<file path="src/shared/swrc_pkg.sv">
package swrc_pkg;
    // APB register byte offsets
    localparam logic [7:0] OFF_CTRL = 8'h00;
    localparam logic [7:0] OFF_LEVEL = 8'h04;
    localparam logic [7:0] OFF_STEP = 8'h08;
    localparam logic [7:0] OFF_DELAY = 8'h0c;
    localparam logic [7:0] OFF_HILIM = 8'h10;
    localparam logic [7:0] OFF_LOLIM = 8'h14;
    localparam logic [7:0] OFF_RATIO = 8'h18;
    localparam logic [7:0] OFF_STATUS = 8'h1c;
    localparam logic [7:0] OFF_IRQ_STAT = 8'h20;
    localparam logic [7:0] OFF_IRQ_MASK = 8'h24;
    localparam logic [7:0] OFF_CAP_IN = 8'h28;
    localparam logic [7:0] OFF_RESULT = 8'h2c;
    localparam logic [7:0] OFF_DEVCLR = 8'h30;
    // Waveform codes
    localparam logic [1:0] WAVE_OFF = 2'h0;
    localparam logic [1:0] WAVE_DC = 2'h1;
    localparam logic [1:0] WAVE_SQUARE = 2'h2;
    localparam logic [1:0] WAVE_STAIR = 2'h3;
    // Ratio codes
    localparam logic [1:0] RATIO_OFF = 2'h0;
    localparam logic [1:0] RATIO_ON = 2'h1;
    localparam logic [1:0] RATIO_STORE = 2'h2;
    // Levels in mV, signed 16 bit
    localparam logic signed [15:0] LEVEL_MIN_MV = -16'sd20000;
    localparam logic signed [15:0] LEVEL_MAX_MV = 16'sd20000;
    localparam logic signed [15:0] LEVEL_RST_MV = 16'sd0;
    localparam logic [2:0] STEP_RST = 3'h2;
    // Delay in hundredths of a second
    localparam logic [14:0] DELAY_MIN_CS = 15'd7;
    localparam logic [14:0] DELAY_MAX_CS = 15'd19999;
    localparam logic [14:0] DELAY_EXTRA_CS = 15'd4;
    localparam int CLK_HZ = 100000000;
    localparam int CS_PER_SEC = 100;
    localparam int CYC_PER_CS = CLK_HZ / CS_PER_SEC;
    // Interrupt bits
    localparam int IRQ_STEP = 0;
    localparam int IRQ_STAIR_DONE = 1;
    localparam int IRQ_CONFLICT = 2;
    localparam int IRQ_RESULT = 3;
    localparam int IRQ_W = 4;
    localparam logic [31:0] OVERRANGE = 32'hffffffff;
    localparam int FRAC_BITS = 16;
endpackage : swrc_pkg

</file>
<file path="src/core/swrc_ctrl.sv">
`timescale 1ns/100ps
// How it works
// - Off selection drives zero volts
// - DC holds programmed level
// - Square alternates by step, dwell plus 0.04s
// - Staircase adds signed step each dwell
// - Staircase stops at limit, becomes DC
// - Reset or clear selects square wave
// - DC freezes staircase; reselect resumes
// - Ratio on divides capacitance by reference
// - No reference stored gives overrange
// - Store code captures next capacitance reading
// - Reset or clear: ratio off, unstored
// - Current value is never divided
// - Ratio command in current function: conflict
// - Level spans minus to plus twenty volts
// - Delay accepts 0.07 to 199.99 seconds
// - Step defaults to plus 50 mV
// - Low limit defaults to minus twenty volts
module swrc_ctrl #(
    parameter int CYC_PER_CS = swrc_pkg::CYC_PER_CS
) (
    input wire logic REF_CLK,
    input wire logic RSTN,
    input wire logic PSEL,
    input wire logic PENABLE,
    input wire logic PWRITE,
    input wire logic [7:0] PADDR,
    input wire logic [31:0] PWDATA,
    output logic [31:0] PRDATA,
    output logic PREADY,
    output logic PSLVERR,
    input wire logic CUR_FUNC,
    input wire logic CAP_VALID,
    input wire logic [31:0] CAP_VALUE,
    input wire logic [31:0] CUR_VALUE,
    output logic signed [15:0] SRC_MV,
    output logic [31:0] CAP_RESULT,
    output logic [31:0] CUR_RESULT,
    output logic RESULT_VALID,
    output logic IRQ
);
    typedef enum logic [1:0] {SWRC_IDLE, SWRC_DIV} swrc_div_t;
    function automatic logic signed [15:0] step_mv(input logic [2:0] code);
        logic signed [15:0] mag;
        case (code[1:0])
            2'h0: mag = 16'sd10;
            2'h1: mag = 16'sd20;
            2'h2: mag = 16'sd50;
            default: mag = 16'sd100;
        endcase
        return code[2] ? -mag : mag;
    endfunction : step_mv
    // Clamp on the full signed word so large writes do not wrap
    function automatic logic signed [15:0] clamp_lv(input logic [31:0] d);
        if ($signed(d) > 32'(swrc_pkg::LEVEL_MAX_MV)) return swrc_pkg::LEVEL_MAX_MV;
        if ($signed(d) < 32'(swrc_pkg::LEVEL_MIN_MV)) return swrc_pkg::LEVEL_MIN_MV;
        return d[15:0];
    endfunction : clamp_lv
    logic [1:0] wave_r, wave_nxt;
    logic signed [15:0] level_r, level_nxt, hilim_r, hilim_nxt, lolim_r, lolim_nxt;
    logic [2:0] step_r, step_nxt;
    logic [14:0] delay_r, delay_nxt;
    logic ratio_on_r, ratio_on_nxt, ref_ok_r, ref_ok_nxt, store_r, store_nxt;
    logic [31:0] ref_r, ref_nxt;
    logic signed [15:0] stair_r, stair_nxt, src_r, src_nxt;
    logic stair_act_r, stair_act_nxt, sq_hi_r, sq_hi_nxt;
    logic [31:0] cyc_r, cyc_nxt;
    logic [14:0] cs_r, cs_nxt;
    logic [swrc_pkg::IRQ_W-1:0] ist_r, ist_nxt, imask_r, imask_nxt;
    logic [31:0] prdata_r, prdata_nxt, cap_res_r, cap_res_nxt, cur_res_r, cur_res_nxt;
    logic res_v_r, res_v_nxt;
    swrc_div_t dst_r, dst_nxt;
    logic [63:0] rem_r, rem_nxt, trial, dvs;
    logic [47:0] quo_r, quo_nxt;
    logic [5:0] bit_r, bit_nxt;
    logic wr, rd, devclr, dwell_end, step_ev, done_ev, conflict_ev, res_ev;
    logic signed [16:0] next_stair;
    logic signed [15:0] stp;
    assign wr = PSEL && PENABLE && PWRITE;
    assign rd = PSEL && !PENABLE && !PWRITE;
    assign PREADY = 1'b1;
    assign PSLVERR = 1'b0;
    assign PRDATA = prdata_r;
    assign SRC_MV = src_r;
    assign CAP_RESULT = cap_res_r;
    assign CUR_RESULT = cur_res_r;
    assign RESULT_VALID = res_v_r;
    assign IRQ = |(ist_r & imask_r);
    assign devclr = wr && PADDR == swrc_pkg::OFF_DEVCLR && PWDATA[0];
    assign stp = step_mv(step_r);
    assign next_stair = 17'(stair_r) + 17'(stp);
    assign dwell_end = cyc_r == 32'(CYC_PER_CS - 1) &&
        cs_r == delay_r + swrc_pkg::DELAY_EXTRA_CS - 15'd1;
    assign dvs = {32'h0, ref_r} << bit_r;
    assign trial = rem_r - dvs;
    always_comb begin
        wave_nxt = wave_r;
        level_nxt = level_r;
        hilim_nxt = hilim_r;
        lolim_nxt = lolim_r;
        step_nxt = step_r;
        delay_nxt = delay_r;
        ratio_on_nxt = ratio_on_r;
        ref_ok_nxt = ref_ok_r;
        store_nxt = store_r;
        ref_nxt = ref_r;
        stair_nxt = stair_r;
        stair_act_nxt = stair_act_r;
        sq_hi_nxt = sq_hi_r;
        cyc_nxt = cyc_r + 32'd1;
        cs_nxt = cs_r;
        imask_nxt = imask_r;
        step_ev = 1'b0;
        done_ev = 1'b0;
        conflict_ev = 1'b0;
        res_ev = 1'b0;
        if (cyc_r == 32'(CYC_PER_CS - 1)) begin
            cyc_nxt = 32'd0;
            cs_nxt = cs_r + 15'd1;
        end
        if (dwell_end) begin
            cs_nxt = 15'd0;
            step_ev = wave_r == swrc_pkg::WAVE_SQUARE || wave_r == swrc_pkg::WAVE_STAIR;
            sq_hi_nxt = !sq_hi_r;
            if (wave_r == swrc_pkg::WAVE_STAIR) begin
                if (next_stair > 17'(hilim_r) || next_stair < 17'(lolim_r)) begin
                    wave_nxt = swrc_pkg::WAVE_DC;
                    stair_act_nxt = 1'b0;
                    level_nxt = stair_r;
                    done_ev = 1'b1;
                end else begin
                    stair_nxt = next_stair[15:0];
                end
            end
        end
        if (wr) begin
            unique case (PADDR)
                swrc_pkg::OFF_CTRL: begin
                    wave_nxt = PWDATA[1:0];
                    cs_nxt = 15'd0;
                    cyc_nxt = 32'd0;
                    sq_hi_nxt = 1'b0;
                    if (PWDATA[1:0] == swrc_pkg::WAVE_STAIR && !stair_act_r) begin
                        stair_nxt = level_r;
                        stair_act_nxt = 1'b1;
                    end
                    if (PWDATA[1:0] == swrc_pkg::WAVE_DC && stair_act_r)
                        level_nxt = stair_r;
                    if (PWDATA[1:0] != swrc_pkg::WAVE_DC && PWDATA[1:0] != swrc_pkg::WAVE_STAIR)
                        stair_act_nxt = 1'b0;
                end
                swrc_pkg::OFF_LEVEL: level_nxt = clamp_lv(PWDATA);
                swrc_pkg::OFF_STEP: step_nxt = PWDATA[2:0];
                swrc_pkg::OFF_DELAY: begin
                    delay_nxt = PWDATA[14:0];
                    if (PWDATA[14:0] < swrc_pkg::DELAY_MIN_CS)
                        delay_nxt = swrc_pkg::DELAY_MIN_CS;
                    if (PWDATA[14:0] > swrc_pkg::DELAY_MAX_CS)
                        delay_nxt = swrc_pkg::DELAY_MAX_CS;
                end
                swrc_pkg::OFF_HILIM: hilim_nxt = clamp_lv(PWDATA);
                swrc_pkg::OFF_LOLIM: lolim_nxt = clamp_lv(PWDATA);
                swrc_pkg::OFF_RATIO: begin
                    if (CUR_FUNC)
                        conflict_ev = 1'b1;
                    else begin
                        unique case (PWDATA[1:0])
                            swrc_pkg::RATIO_OFF: ratio_on_nxt = 1'b0;
                            swrc_pkg::RATIO_ON: ratio_on_nxt = 1'b1;
                            swrc_pkg::RATIO_STORE: store_nxt = 1'b1;
                            default: ;
                        endcase
                    end
                end
                swrc_pkg::OFF_IRQ_MASK: imask_nxt = PWDATA[swrc_pkg::IRQ_W-1:0];
                default: ;
            endcase
        end
        if (CAP_VALID && store_r) begin
            ref_nxt = CAP_VALUE;
            ref_ok_nxt = CAP_VALUE != 32'h0;
            store_nxt = 1'b0;
        end
        if (devclr) begin
            wave_nxt = swrc_pkg::WAVE_SQUARE;
            level_nxt = swrc_pkg::LEVEL_RST_MV;
            hilim_nxt = swrc_pkg::LEVEL_MAX_MV;
            lolim_nxt = swrc_pkg::LEVEL_MIN_MV;
            step_nxt = swrc_pkg::STEP_RST;
            delay_nxt = swrc_pkg::DELAY_MIN_CS;
            ratio_on_nxt = 1'b0;
            ref_ok_nxt = 1'b0;
            store_nxt = 1'b0;
            stair_act_nxt = 1'b0;
        end
    end

    // Bias source output
    always_comb begin
        unique case (wave_r)
            swrc_pkg::WAVE_OFF: src_nxt = 16'sd0;
            swrc_pkg::WAVE_DC: src_nxt = level_r;
            swrc_pkg::WAVE_SQUARE: src_nxt = sq_hi_r ? level_r + stp : level_r;
            swrc_pkg::WAVE_STAIR: src_nxt = stair_r;
        endcase
    end
    // Restoring divider for the ratio, 16 fractional bits
    always_comb begin
        dst_nxt = dst_r;
        rem_nxt = rem_r;
        quo_nxt = quo_r;
        bit_nxt = bit_r;
        cap_res_nxt = cap_res_r;
        cur_res_nxt = cur_res_r;
        res_v_nxt = 1'b0;
        unique case (dst_r)
            SWRC_IDLE: begin
                if (CAP_VALID) begin
                    cur_res_nxt = CUR_VALUE;
                    if (!ratio_on_r) begin
                        cap_res_nxt = CAP_VALUE;
                        res_v_nxt = 1'b1;
                    end else if (!ref_ok_r) begin
                        cap_res_nxt = swrc_pkg::OVERRANGE;
                        res_v_nxt = 1'b1;
                    end else begin
                        rem_nxt = {16'h0, CAP_VALUE, 16'h0};
                        quo_nxt = 48'h0;
                        bit_nxt = 6'd47;
                        dst_nxt = SWRC_DIV;
                    end
                end
            end
            SWRC_DIV: begin
                if (rem_r >= dvs && (dvs >> bit_r) == {32'h0, ref_r}) begin
                    rem_nxt = trial;
                    quo_nxt = quo_r | (48'h1 << bit_r);
                end
                bit_nxt = bit_r - 6'd1;
                if (bit_r == 6'd0) begin
                    dst_nxt = SWRC_IDLE;
                    res_v_nxt = 1'b1;
                    cap_res_nxt = (|quo_nxt[47:32]) ? swrc_pkg::OVERRANGE : quo_nxt[31:0];
                end
            end
            default: dst_nxt = SWRC_IDLE;
        endcase
    end

    // Sticky status, set wins over write-one clear
    always_comb begin
        ist_nxt = ist_r;
        if (wr && PADDR == swrc_pkg::OFF_IRQ_STAT)
            ist_nxt = ist_r & ~PWDATA[swrc_pkg::IRQ_W-1:0];
        if (step_ev) ist_nxt[swrc_pkg::IRQ_STEP] = 1'b1;
        if (done_ev) ist_nxt[swrc_pkg::IRQ_STAIR_DONE] = 1'b1;
        if (conflict_ev) ist_nxt[swrc_pkg::IRQ_CONFLICT] = 1'b1;
        if (res_v_nxt) ist_nxt[swrc_pkg::IRQ_RESULT] = 1'b1;
    end

    always_comb begin
        prdata_nxt = prdata_r;
        if (rd) begin
            unique case (PADDR)
                swrc_pkg::OFF_CTRL: prdata_nxt = {30'h0, wave_r};
                swrc_pkg::OFF_LEVEL: prdata_nxt = 32'(level_r);
                swrc_pkg::OFF_STEP: prdata_nxt = {29'h0, step_r};
                swrc_pkg::OFF_DELAY: prdata_nxt = {17'h0, delay_r};
                swrc_pkg::OFF_HILIM: prdata_nxt = 32'(hilim_r);
                swrc_pkg::OFF_LOLIM: prdata_nxt = 32'(lolim_r);
                swrc_pkg::OFF_RATIO: prdata_nxt = {29'h0, store_r, ref_ok_r, ratio_on_r};
                swrc_pkg::OFF_STATUS: prdata_nxt = {14'h0, stair_act_r, sq_hi_r, src_r};
                swrc_pkg::OFF_IRQ_STAT: prdata_nxt = 32'(ist_r);
                swrc_pkg::OFF_IRQ_MASK: prdata_nxt = 32'(imask_r);
                swrc_pkg::OFF_CAP_IN: prdata_nxt = ref_r;
                swrc_pkg::OFF_RESULT: prdata_nxt = cap_res_r;
                default: prdata_nxt = 32'h0;
            endcase
        end
    end
    always_ff @(posedge REF_CLK or negedge RSTN) begin
        if (!RSTN) begin
            wave_r <= swrc_pkg::WAVE_SQUARE;
            level_r <= swrc_pkg::LEVEL_RST_MV;
            hilim_r <= swrc_pkg::LEVEL_MAX_MV;
            lolim_r <= swrc_pkg::LEVEL_MIN_MV;
            step_r <= swrc_pkg::STEP_RST;
            delay_r <= swrc_pkg::DELAY_MIN_CS;
            ratio_on_r <= 1'b0;
            ref_ok_r <= 1'b0;
            store_r <= 1'b0;
            ref_r <= 32'h0;
            stair_r <= 16'sd0;
            stair_act_r <= 1'b0;
            sq_hi_r <= 1'b0;
            cyc_r <= 32'h0;
            cs_r <= 15'h0;
            ist_r <= '0;
            imask_r <= '0;
            prdata_r <= 32'h0;
            src_r <= 16'sd0;
            cap_res_r <= 32'h0;
            cur_res_r <= 32'h0;
            res_v_r <= 1'b0;
            dst_r <= SWRC_IDLE;
            rem_r <= 64'h0;
            quo_r <= 48'h0;
            bit_r <= 6'h0;
        end else begin
            wave_r <= wave_nxt;
            level_r <= level_nxt;
            hilim_r <= hilim_nxt;
            lolim_r <= lolim_nxt;
            step_r <= step_nxt;
            delay_r <= delay_nxt;
            ratio_on_r <= ratio_on_nxt;
            ref_ok_r <= ref_ok_nxt;
            store_r <= store_nxt;
            ref_r <= ref_nxt;
            stair_r <= stair_nxt;
            stair_act_r <= stair_act_nxt;
            sq_hi_r <= sq_hi_nxt;
            cyc_r <= cyc_nxt;
            cs_r <= cs_nxt;
            ist_r <= ist_nxt;
            imask_r <= imask_nxt;
            prdata_r <= prdata_nxt;
            src_r <= src_nxt;
            cap_res_r <= cap_res_nxt;
            cur_res_r <= cur_res_nxt;
            res_v_r <= res_v_nxt;
            dst_r <= dst_nxt;
            rem_r <= rem_nxt;
            quo_r <= quo_nxt;
            bit_r <= bit_nxt;
        end
    end
endmodule : swrc_ctrl

</file>
<file path="config.mk">
export PLATFORM = sky130hd
export DESIGN_NAME = swrc_ctrl
export DESIGN_NICKNAME = d
export VERILOG_FILES = /design/src/shared/swrc_pkg.sv /design/src/core/swrc_ctrl.sv
export SDC_FILE = /design/constraint.sdc
export NUM_CORES = 2
export LEC_CHECK = 0
export BUFFER_PORTS_ARGS = -buffer_cell sky130_fd_sc_hd__buf_2
export CAP_MARGIN = 20
export CORE_MARGIN = 8
export CORE_UTILIZATION = 40
export CTS_CLUSTER_DIAMETER = 60
export DETAILED_ROUTE_END_ITERATION = 8
export PLACE_DENSITY = 0.56
export SLEW_MARGIN = 20
export SYNTH_ARGS = -nofsm -noshare
export SYNTH_HDL_FRONTEND = slang
export SYNTH_SLANG_ARGS = --single-unit
</file>
<file path="constraint.sdc">
create_clock -name REF_CLK -period 6.2 [get_ports REF_CLK]
set_input_delay 1.24 -clock REF_CLK [delete_from_list [all_inputs] [get_ports REF_CLK]]
set_output_delay 1.24 -clock REF_CLK [all_outputs]
set_load 0.01 [all_outputs]
</file>
# Word-level counts from Yosys, hierarchy flattened

Index checks and enable logic that the tools add are counted.

Register bits: 409
Input port bits: 111
Output and inout bits: 116
Logic and storage cells: 279

$add $sub $neg: 9
Magnitude comparators: 7
Eq/ne operators: 34
Shift operators: 3
Mux-type cells: 137
Bitwise logic cells: 4
Reductions and logical operators: 56

Operators with widths:

| operator              | number |
|---|---|
| $mux 16               | 28 |
| $pmux 32 s12          | 1 |
| $mux 32               | 8 |
| $mux 64               | 4 |
| $mux 48               | 5 |
| $mux 15               | 9 |
| $pmux 64 s2           | 1 |
| $pmux 48 s2           | 1 |
| $eq 64x32->1          | 1 |
| $ge 64x64->1          | 1 |
| $pmux 16 s4           | 1 |
| $pmux 32 s2           | 1 |
| $shl 32x6->64         | 1 |
| $shr 64x6->64         | 1 |
| $sub 64x64->64        | 1 |
| $mux 1                | 55 |
| $or 48x48->48         | 1 |
| $shl 1x6->48 const A  | 1 |
| $eq 8x6->1 const B    | 5 |
| $add 32x1->32 const B | 1 |
| $eq 32x20->1 const B  | 1 |
| $eq 8x5->1 const B    | 4 |
| $gt 32x16->1 const B  | 1 |
| $lt 32x16->1 const B  | 1 |
| other kinds (45)      | 116 |

# Longest topological paths before layout

Depth after elaboration: 15
Mapped depth: 31
Mapped depth without buffers: 29

# Worst setup path before layout

No wires, ideal clock.

Path kind: reg2reg
Start point: reg step_r[1]
End point: reg level_r[10]
Library setup time: 0.067 ns
Arrival: 5.787 ns
Data required time: 6.133 ns
Slack: 0.346 ns
Cell stages (with the launch flop): 29
Path buffers: 2
Period minus slack after synthesis: 5.854 ns
Path through: dfstp_2 inv_1 ha_1 o21bai_1 ha_1 nand2b_1 o31a_1 ha_1 a21o_1 a21oi_1 o21ai_0 a21oi_1 nor2b_1 o21a_1 o21a_1 o21a_1 o21a_1 o21a_1 o31a_1 a21oi_1 ha_1 a21o_1 a221oi_1 nand2_1 a21oi_1 buf_1 buf_1 mux2i_1 and3_1

Cells in the longest elaborated chain, start to end: 14
Elaborated cells between the ends (all ways): 17
Classes of those cells: add/sub: 2; order compare: 2; eq/ne: 2; mux: 9; reduce/logical: 2

RTL lines:

| item                                                | line             | text |
|---|---|---|
| from (decl)                                         | swrc_ctrl.sv:62  | `logic [2:0] step_r, step_nxt;` |
| from (signal assigned)                              | swrc_ctrl.sv:288 | `step_r <= swrc_pkg::STEP_RST;` |
| from (signal assigned)                              | swrc_ctrl.sv:315 | `step_r <= step_nxt;` |
| $eq 2x2->1, or another cell as far along            | swrc_ctrl.sv:46  | `case (code[1:0])` |
| $pmux 7 s3 *                                        | swrc_ctrl.sv:46  |  |
| $neg 16->16                                         | swrc_ctrl.sv:52  | `return code[2] ? -mag : mag;` |
| $mux 16 *                                           | swrc_ctrl.sv:52  |  |
| $add 16x16->17 *                                    | swrc_ctrl.sv:92  | `assign next_stair = 17'(stair_r) + 17'(stp);` |
| $gt 17x16->1 / $lt 17x16->1 (equally long branches) | swrc_ctrl.sv:127 | `if (next_stair > 17'(hilim_r) \|\| next_stair < 17'(lolim_r)) begin` |
| $logic_or 1x1->1 *                                  | swrc_ctrl.sv:127 |  |
| $mux 16 *                                           | swrc_ctrl.sv:127 |  |
| $mux 16 *                                           | swrc_ctrl.sv:126 | `if (wave_r == swrc_pkg::WAVE_STAIR) begin` |
| $mux 16 *                                           | swrc_ctrl.sv:122 | `if (dwell_end) begin` |
| $mux 16                                             | swrc_ctrl.sv:148 | `if (PWDATA[1:0] == swrc_pkg::WAVE_DC && stair_act_r)` |
| $pmux 16 s2                                         | swrc_ctrl.sv:138 | `unique case (PADDR)` |
| $mux 16 *                                           | swrc_ctrl.sv:137 | `if (wr) begin` |
| $mux 16 *                                           | swrc_ctrl.sv:185 | `if (devclr) begin` |
| via level_nxt[10]                                   | swrc_ctrl.sv:61  | `logic signed [15:0] level_r, level_nxt, hilim_r, hilim_nxt, lolim_r, lolim_nxt;` |
| to (signal assigned)                                | swrc_ctrl.sv:285 | `level_r <= swrc_pkg::LEVEL_RST_MV;` |
| to (signal assigned)                                | swrc_ctrl.sv:312 | `level_r <= level_nxt;` |
| to (decl)                                           | swrc_ctrl.sv:61  |  |

The timed path passes the listed nets; every way through them passes the cells marked *.
A chain may end at the register's enable or synchronous reset.

# Worst setup path after layout

Start point: reg bit_r[0]
End point: reg rem_r[61]

Cells in the longest elaborated chain, start to end: 6
Elaborated cells between the ends (all ways): 10
Classes of those cells: add/sub: 1; order compare: 1; eq/ne: 2; shift: 2; mux: 2; reduce/logical: 2

RTL lines:

| item                              | line             | text |
|---|---|---|
| from (decl)                       | swrc_ctrl.sv:76  | `logic [5:0] bit_r, bit_nxt;` |
| from (signal assigned)            | swrc_ctrl.sv:336 | `bit_r <= bit_nxt;` |
| $shl 32x6->64                     | swrc_ctrl.sv:95  | `assign dvs = {32'h0, ref_r} << bit_r;` |
| $shr 64x6->64                     | swrc_ctrl.sv:236 | `if (rem_r >= dvs && (dvs >> bit_r) == {32'h0, ref_r}) begin` |
| $eq 64x32->1                      | swrc_ctrl.sv:236 |  |
| $logic_and 1x1->1                 | swrc_ctrl.sv:236 |  |
| $ne 2x2->1 (no source line)       | n/a              |  |
| $reduce_and 5->1 (no source line) | n/a              |  |
| to (signal assigned)              | swrc_ctrl.sv:334 | `rem_r <= rem_nxt;` |
| to (decl)                         | swrc_ctrl.sv:74  | `logic [63:0] rem_r, rem_nxt, trial, dvs;` |

Several ways; a longest one is shown, not always the timed one. The select of a mux whose other input is x is not followed.

==> impl_metrics.toml <==
[finish]
num-nets-final = 4911
fin_util_pct = 52.1
final_area_um2 = 42500
seq_area_um2 = 10200
multi_input_area_um2 = 21300
drive_gt1_share_pct = 28.7
fillers = 7755
area_growth_pct = 29.6

[floorplanning]
die_w_um = 302
die_h_um = 302
rows = 105
design.die.area_um2 = 91400
core_region_area_um2 = 81600
io_pins = 227
start_util_pct = 40.2

[min_path]
hp-class = "reg2reg"

[cts]
clkTransAtPathRegs_ns = 0.06
cts.sinks = 408
cts.root.buffer_cell = "clkbuf_16"
clk_path_buf_depth = 3
clk_latency_ns = 0.69
cts_tree = "done"
cts_buffers = 56
htreeDepth = 2

[drt]
viasPerCell = 6.48
drc = 0
drt.antenna.violating_nets = 0
drt_iter0_markers = 4350
firstDrtPassIters = 9
wl_um = 190000
vias = 37400
wire_per_inst_um = 32.9

[grt]
grt_max_degree = 132
grt_pass1_vias = 36200
grt_overflow_total = 0
grt_util_all_layers_pct = 40.4
grt_pass1_wl_um = 267000
antenna_found_initial = 10

[power]
p_leak_nw = 19.5
p_per_area_nw_per_um2 = 312
switching_share_pct = 42.9
vdd_drop_max_mv = 0.263
switchingPower_mw = 5.68
pwr-share-clk_pct = 25.6
p_comb_share_pct = 50.3
power_frac_seq_pct = 24.1
p_int_mw = 7.56

[setup_path]
cp_top_family = "compound AO/OA/AOI/OAI gates"
reg2regPathDepth = 23
slowest_delay_ns = 0.55
path_cells = "buf_4, buf_4, mux2_2, o22ai_1, nor3_1, o21ai_0, buf_4, ha_1, a2111oi_1, o21ai_0, a31oi_1, nand3_1, o31a_1, a221oi_1, buf_4, o21ai_1, a21oi_2, o21ai_0, a21oi_2, nor2b_1, and3b_1, o31ai_1, o21ai_0"
path_buf_inv = 4
rrSetupSlack_ns = 0.15
endpoint_kind = "flip-flop"
critPathLaunch = "bit_r[0]$_DFFE_PN0P_"
r2r-start = "bit_r[0]$_DFFE_PN0P_"
crit_type = "reg2reg"
cp_slowest_cell = "dfrtp_4"
arrival_ns = 6.61
timing.rr.end = "rem_r[61]$_DFFE_PN0P_"
crit_required_ns = 6.76
endpoint = "rem_r[61]$_DFFE_PN0P_"
cp.depth = 23
startpoint_type = "flip-flop"
cp_max_fo = 11

[yosys]
synth.distinct_cells = 101
postSynthAreaPerCell_um2 = 8.48
synth_warnings = 0
postSynthCellCount = 3864
synthesis.area_um2 = 32800
synth_ff_type = "dfrtp_1"
synthArstFlopShare_pct = 100
seq_area_frac_synth_pct = 31.2
syn_nets = 4120
synth_seq_cells = 408
synth-edff-count = 0

[placed_design]
io_buffer_count = 224
postPlaceCellArea_um2 = 40300
place_hpwl_um = 152000
routabilityCongestion = 1.10

[sta]
fmax_ghz = 0.165
tightestPinTransition_ns = 1.25
setup_violations = 0
fin_crit_ns = 6.05
fin_tns_setup_ns = 0
timing.final.crit_share_pct = 97.6
finalHoldViolCount = 0
grt_setup_unrepaired = "no"
relSlewSlack_pct = 16.9
drv_slew = 0
skew_ns = 0.0333

[run_status]
status = "completed"

[run]
cap_violations = 0
==> sequential cells by signal (all words and copies together), names as in the netlist, 32 cells and up <==
register	cells
quo_r	48
rem_r	64
cyc_r	32
CUR_RESULT	32
ref_r	32
CAP_RESULT	32
PRDATA	32
==> cells in the mapped netlist (19+ instances only) <==
cell type / number / share of area (%)
inv_1: 99 / 1.1
and3_1: 54 / 1.0
a222oi_1: 24 / 0.73
o21ai_1: 35 / 0.53
a22oi_1: 61 / 1.4
nor2_1: 288 / 3.3
clkbuf_1: 175 / 2.0
a22o_1: 22 / 0.59
nand4_1: 51 / 0.97
nand3_1: 116 / 1.8
nand2_1: 443 / 5.1
nor3_1: 118 / 1.8
o22ai_1: 75 / 1.4
a221oi_1: 51 / 1.4
a211oi_1: 43 / 0.98
ha_1: 142 / 5.4
mux2_1: 32 / 1.1
dfrtp_1: 391 / 30
buf_2: 27 / 0.41
nor4_1: 36 / 0.69
mux4_2: 28 / 1.9
buf_1: 32 / 0.37
o31ai_1: 27 / 0.62
o211ai_1: 23 / 0.53
o21ai_0: 246 / 3.8
o21a_1: 31 / 0.71
a31oi_1: 53 / 1.0
xor2_1: 70 / 1.9
nand2b_1: 39 / 0.74
o21bai_1: 19 / 0.44
nor2b_1: 34 / 0.65
mux2i_1: 109 / 3.3
a21o_1: 108 / 2.5
xnor2_1: 67 / 1.8
mux2_2: 142 / 4.9
or3_1: 22 / 0.42
a21oi_1: 204 / 3.1
==> cells in the final DEF, fill, tap and decap left out, types with 24 or more instances in the layout <==
cell,count
o21a_1,30
nor3_1,117
a22oi_1,60
inv_1,96
o22ai_1,74
nor2_1,285
nor4_1,34
nor2b_1,32
o21ai_0,240
buf_2,223
dfrtp_1,385
mux2_1,32
buf_12,34
a211oi_1,42
nand4_1,51
a21o_1,108
xnor2_1,67
xor2_1,69
mux2_2,142
o31ai_1,26
mux2i_1,108
a31oi_1,51
clkbuf_16,56
a221oi_1,51
o21ai_1,39
buf_4,721
mux4_2,28
nand2b_1,39
a21oi_1,198
and3_1,53
nand2_1,441
ha_1,141
a222oi_1,24
nand3_1,114
==> worst min-delay path by stage <==
stage	slack [ns]	cells past startpoint	to	start
after detailed placement	0.46	1	PRDATA[12]$_DFFE_PN0P_	PRDATA[12]$_DFFE_PN0P_
after global routing	0.50	1	PRDATA[1]$_DFFE_PN0P_	PRDATA[1]$_DFFE_PN0P_
after global placement	0.46	2	PRDATA[31]$_DFFE_PN0P_	PRDATA[31]$_DFFE_PN0P_
after floorplan	0.44	2	quo_r[47]$_DFFE_PN0P_	quo_r[47]$_DFFE_PN0P_
after CTS	0.48	1	PRDATA[12]$_DFFE_PN0P_	PRDATA[12]$_DFFE_PN0P_
final	0.47	1	PRDATA[0]$_DFFE_PN0P_	PRDATA[0]$_DFFE_PN0P_
==> metrics by stage <==
| stage | cells | hold WS, ns | worst slack, ns | power (mW) |
|---|---|---|---|---|
| after floorplan | 3864 | 0.441 | 0.346 | 6.02 |
| after global placement | 5657 | 0.456 | -0.0307 | 9.61 |
| after detailed placement | 5657 | 0.462 | -0.126 | 9.52 |
| after CTS | 5762 | 0.475 | 0.00873 | 13.0 |
| after global routing | 5771 | 0.505 | 0.0152 | 13.6 |
| final | 5776 | 0.474 | 0.147 | 13.2 |
==> layout make-up <==
cell class                      count  area share (%)
Antenna cell                        5          0.0294
Multi-Input combinational cell   3100            50.0
Sequential cell                   408            24.1
Inverter                          102           0.904
Clock inverter                     21           0.718
Timing Repair Buffer              987            17.2
Tap cell                         1070            3.15
Clock buffer                       83            3.87
==> power groups by stage <==
stage / clock (mW) / combinational, mW / sequential, mW
after detailed placement: 0 / 6.30 / 3.22
after global placement: 0 / 6.39 / 3.22
after floorplan: 0 / 2.98 / 3.03
final: 3.40 / 6.66 / 3.19
after global routing: 3.55 / 6.84 / 3.18
after CTS: 3.45 / 6.36 / 3.16
==> timing repair <==
item,CTS,global route
gates resized for setup,3,33
hold buffers,0,0
buffers inserted,1,2
pin swaps,0,3
endpoints found under the setup margin,55,126
==> routing by layer <==
layer	vias up	track usage, %	part of all wire [%]
li1	16100	-	-
met3	653	13.0	12
met2	2362	58.3	41
met4	12	26.6	8.1
met5	-	0	0.041
met1	18200	51.5	39
==> kinds of logic after synthesis <==
| group | synth area share, % |
|---|---|
| other cells | 0.0229 |
| mux | 11.2 |
| xor+xnor | 3.66 |
| compound gates | 24.7 |
| fa+ha+maj | 5.60 |
| simple gates | 19.0 |
| buf+inv | 4.62 |
| flops | 31.2 |
==> worst register-to-register path, cell delays in order (launching register included) <==
cell and delay, ns:
dfrtp_4 0.55, buf_4 0.22, buf_4 0.15, mux2_2 0.36, o22ai_1 0.25, nor3_1 0.12
o21ai_0 0.32, buf_4 0.22, ha_1 0.25, a2111oi_1 0.47, o21ai_0 0.28, a31oi_1 0.31
nand3_1 0.11, o31a_1 0.38, a221oi_1 0.35, buf_4 0.19, o21ai_1 0.17, a21oi_2 0.25
o21ai_0 0.15, a21oi_2 0.24, nor2b_1 0.08, and3b_1 0.18, o31ai_1 0.23, o21ai_0 0.11
Power figures use the tool's default switching activity.
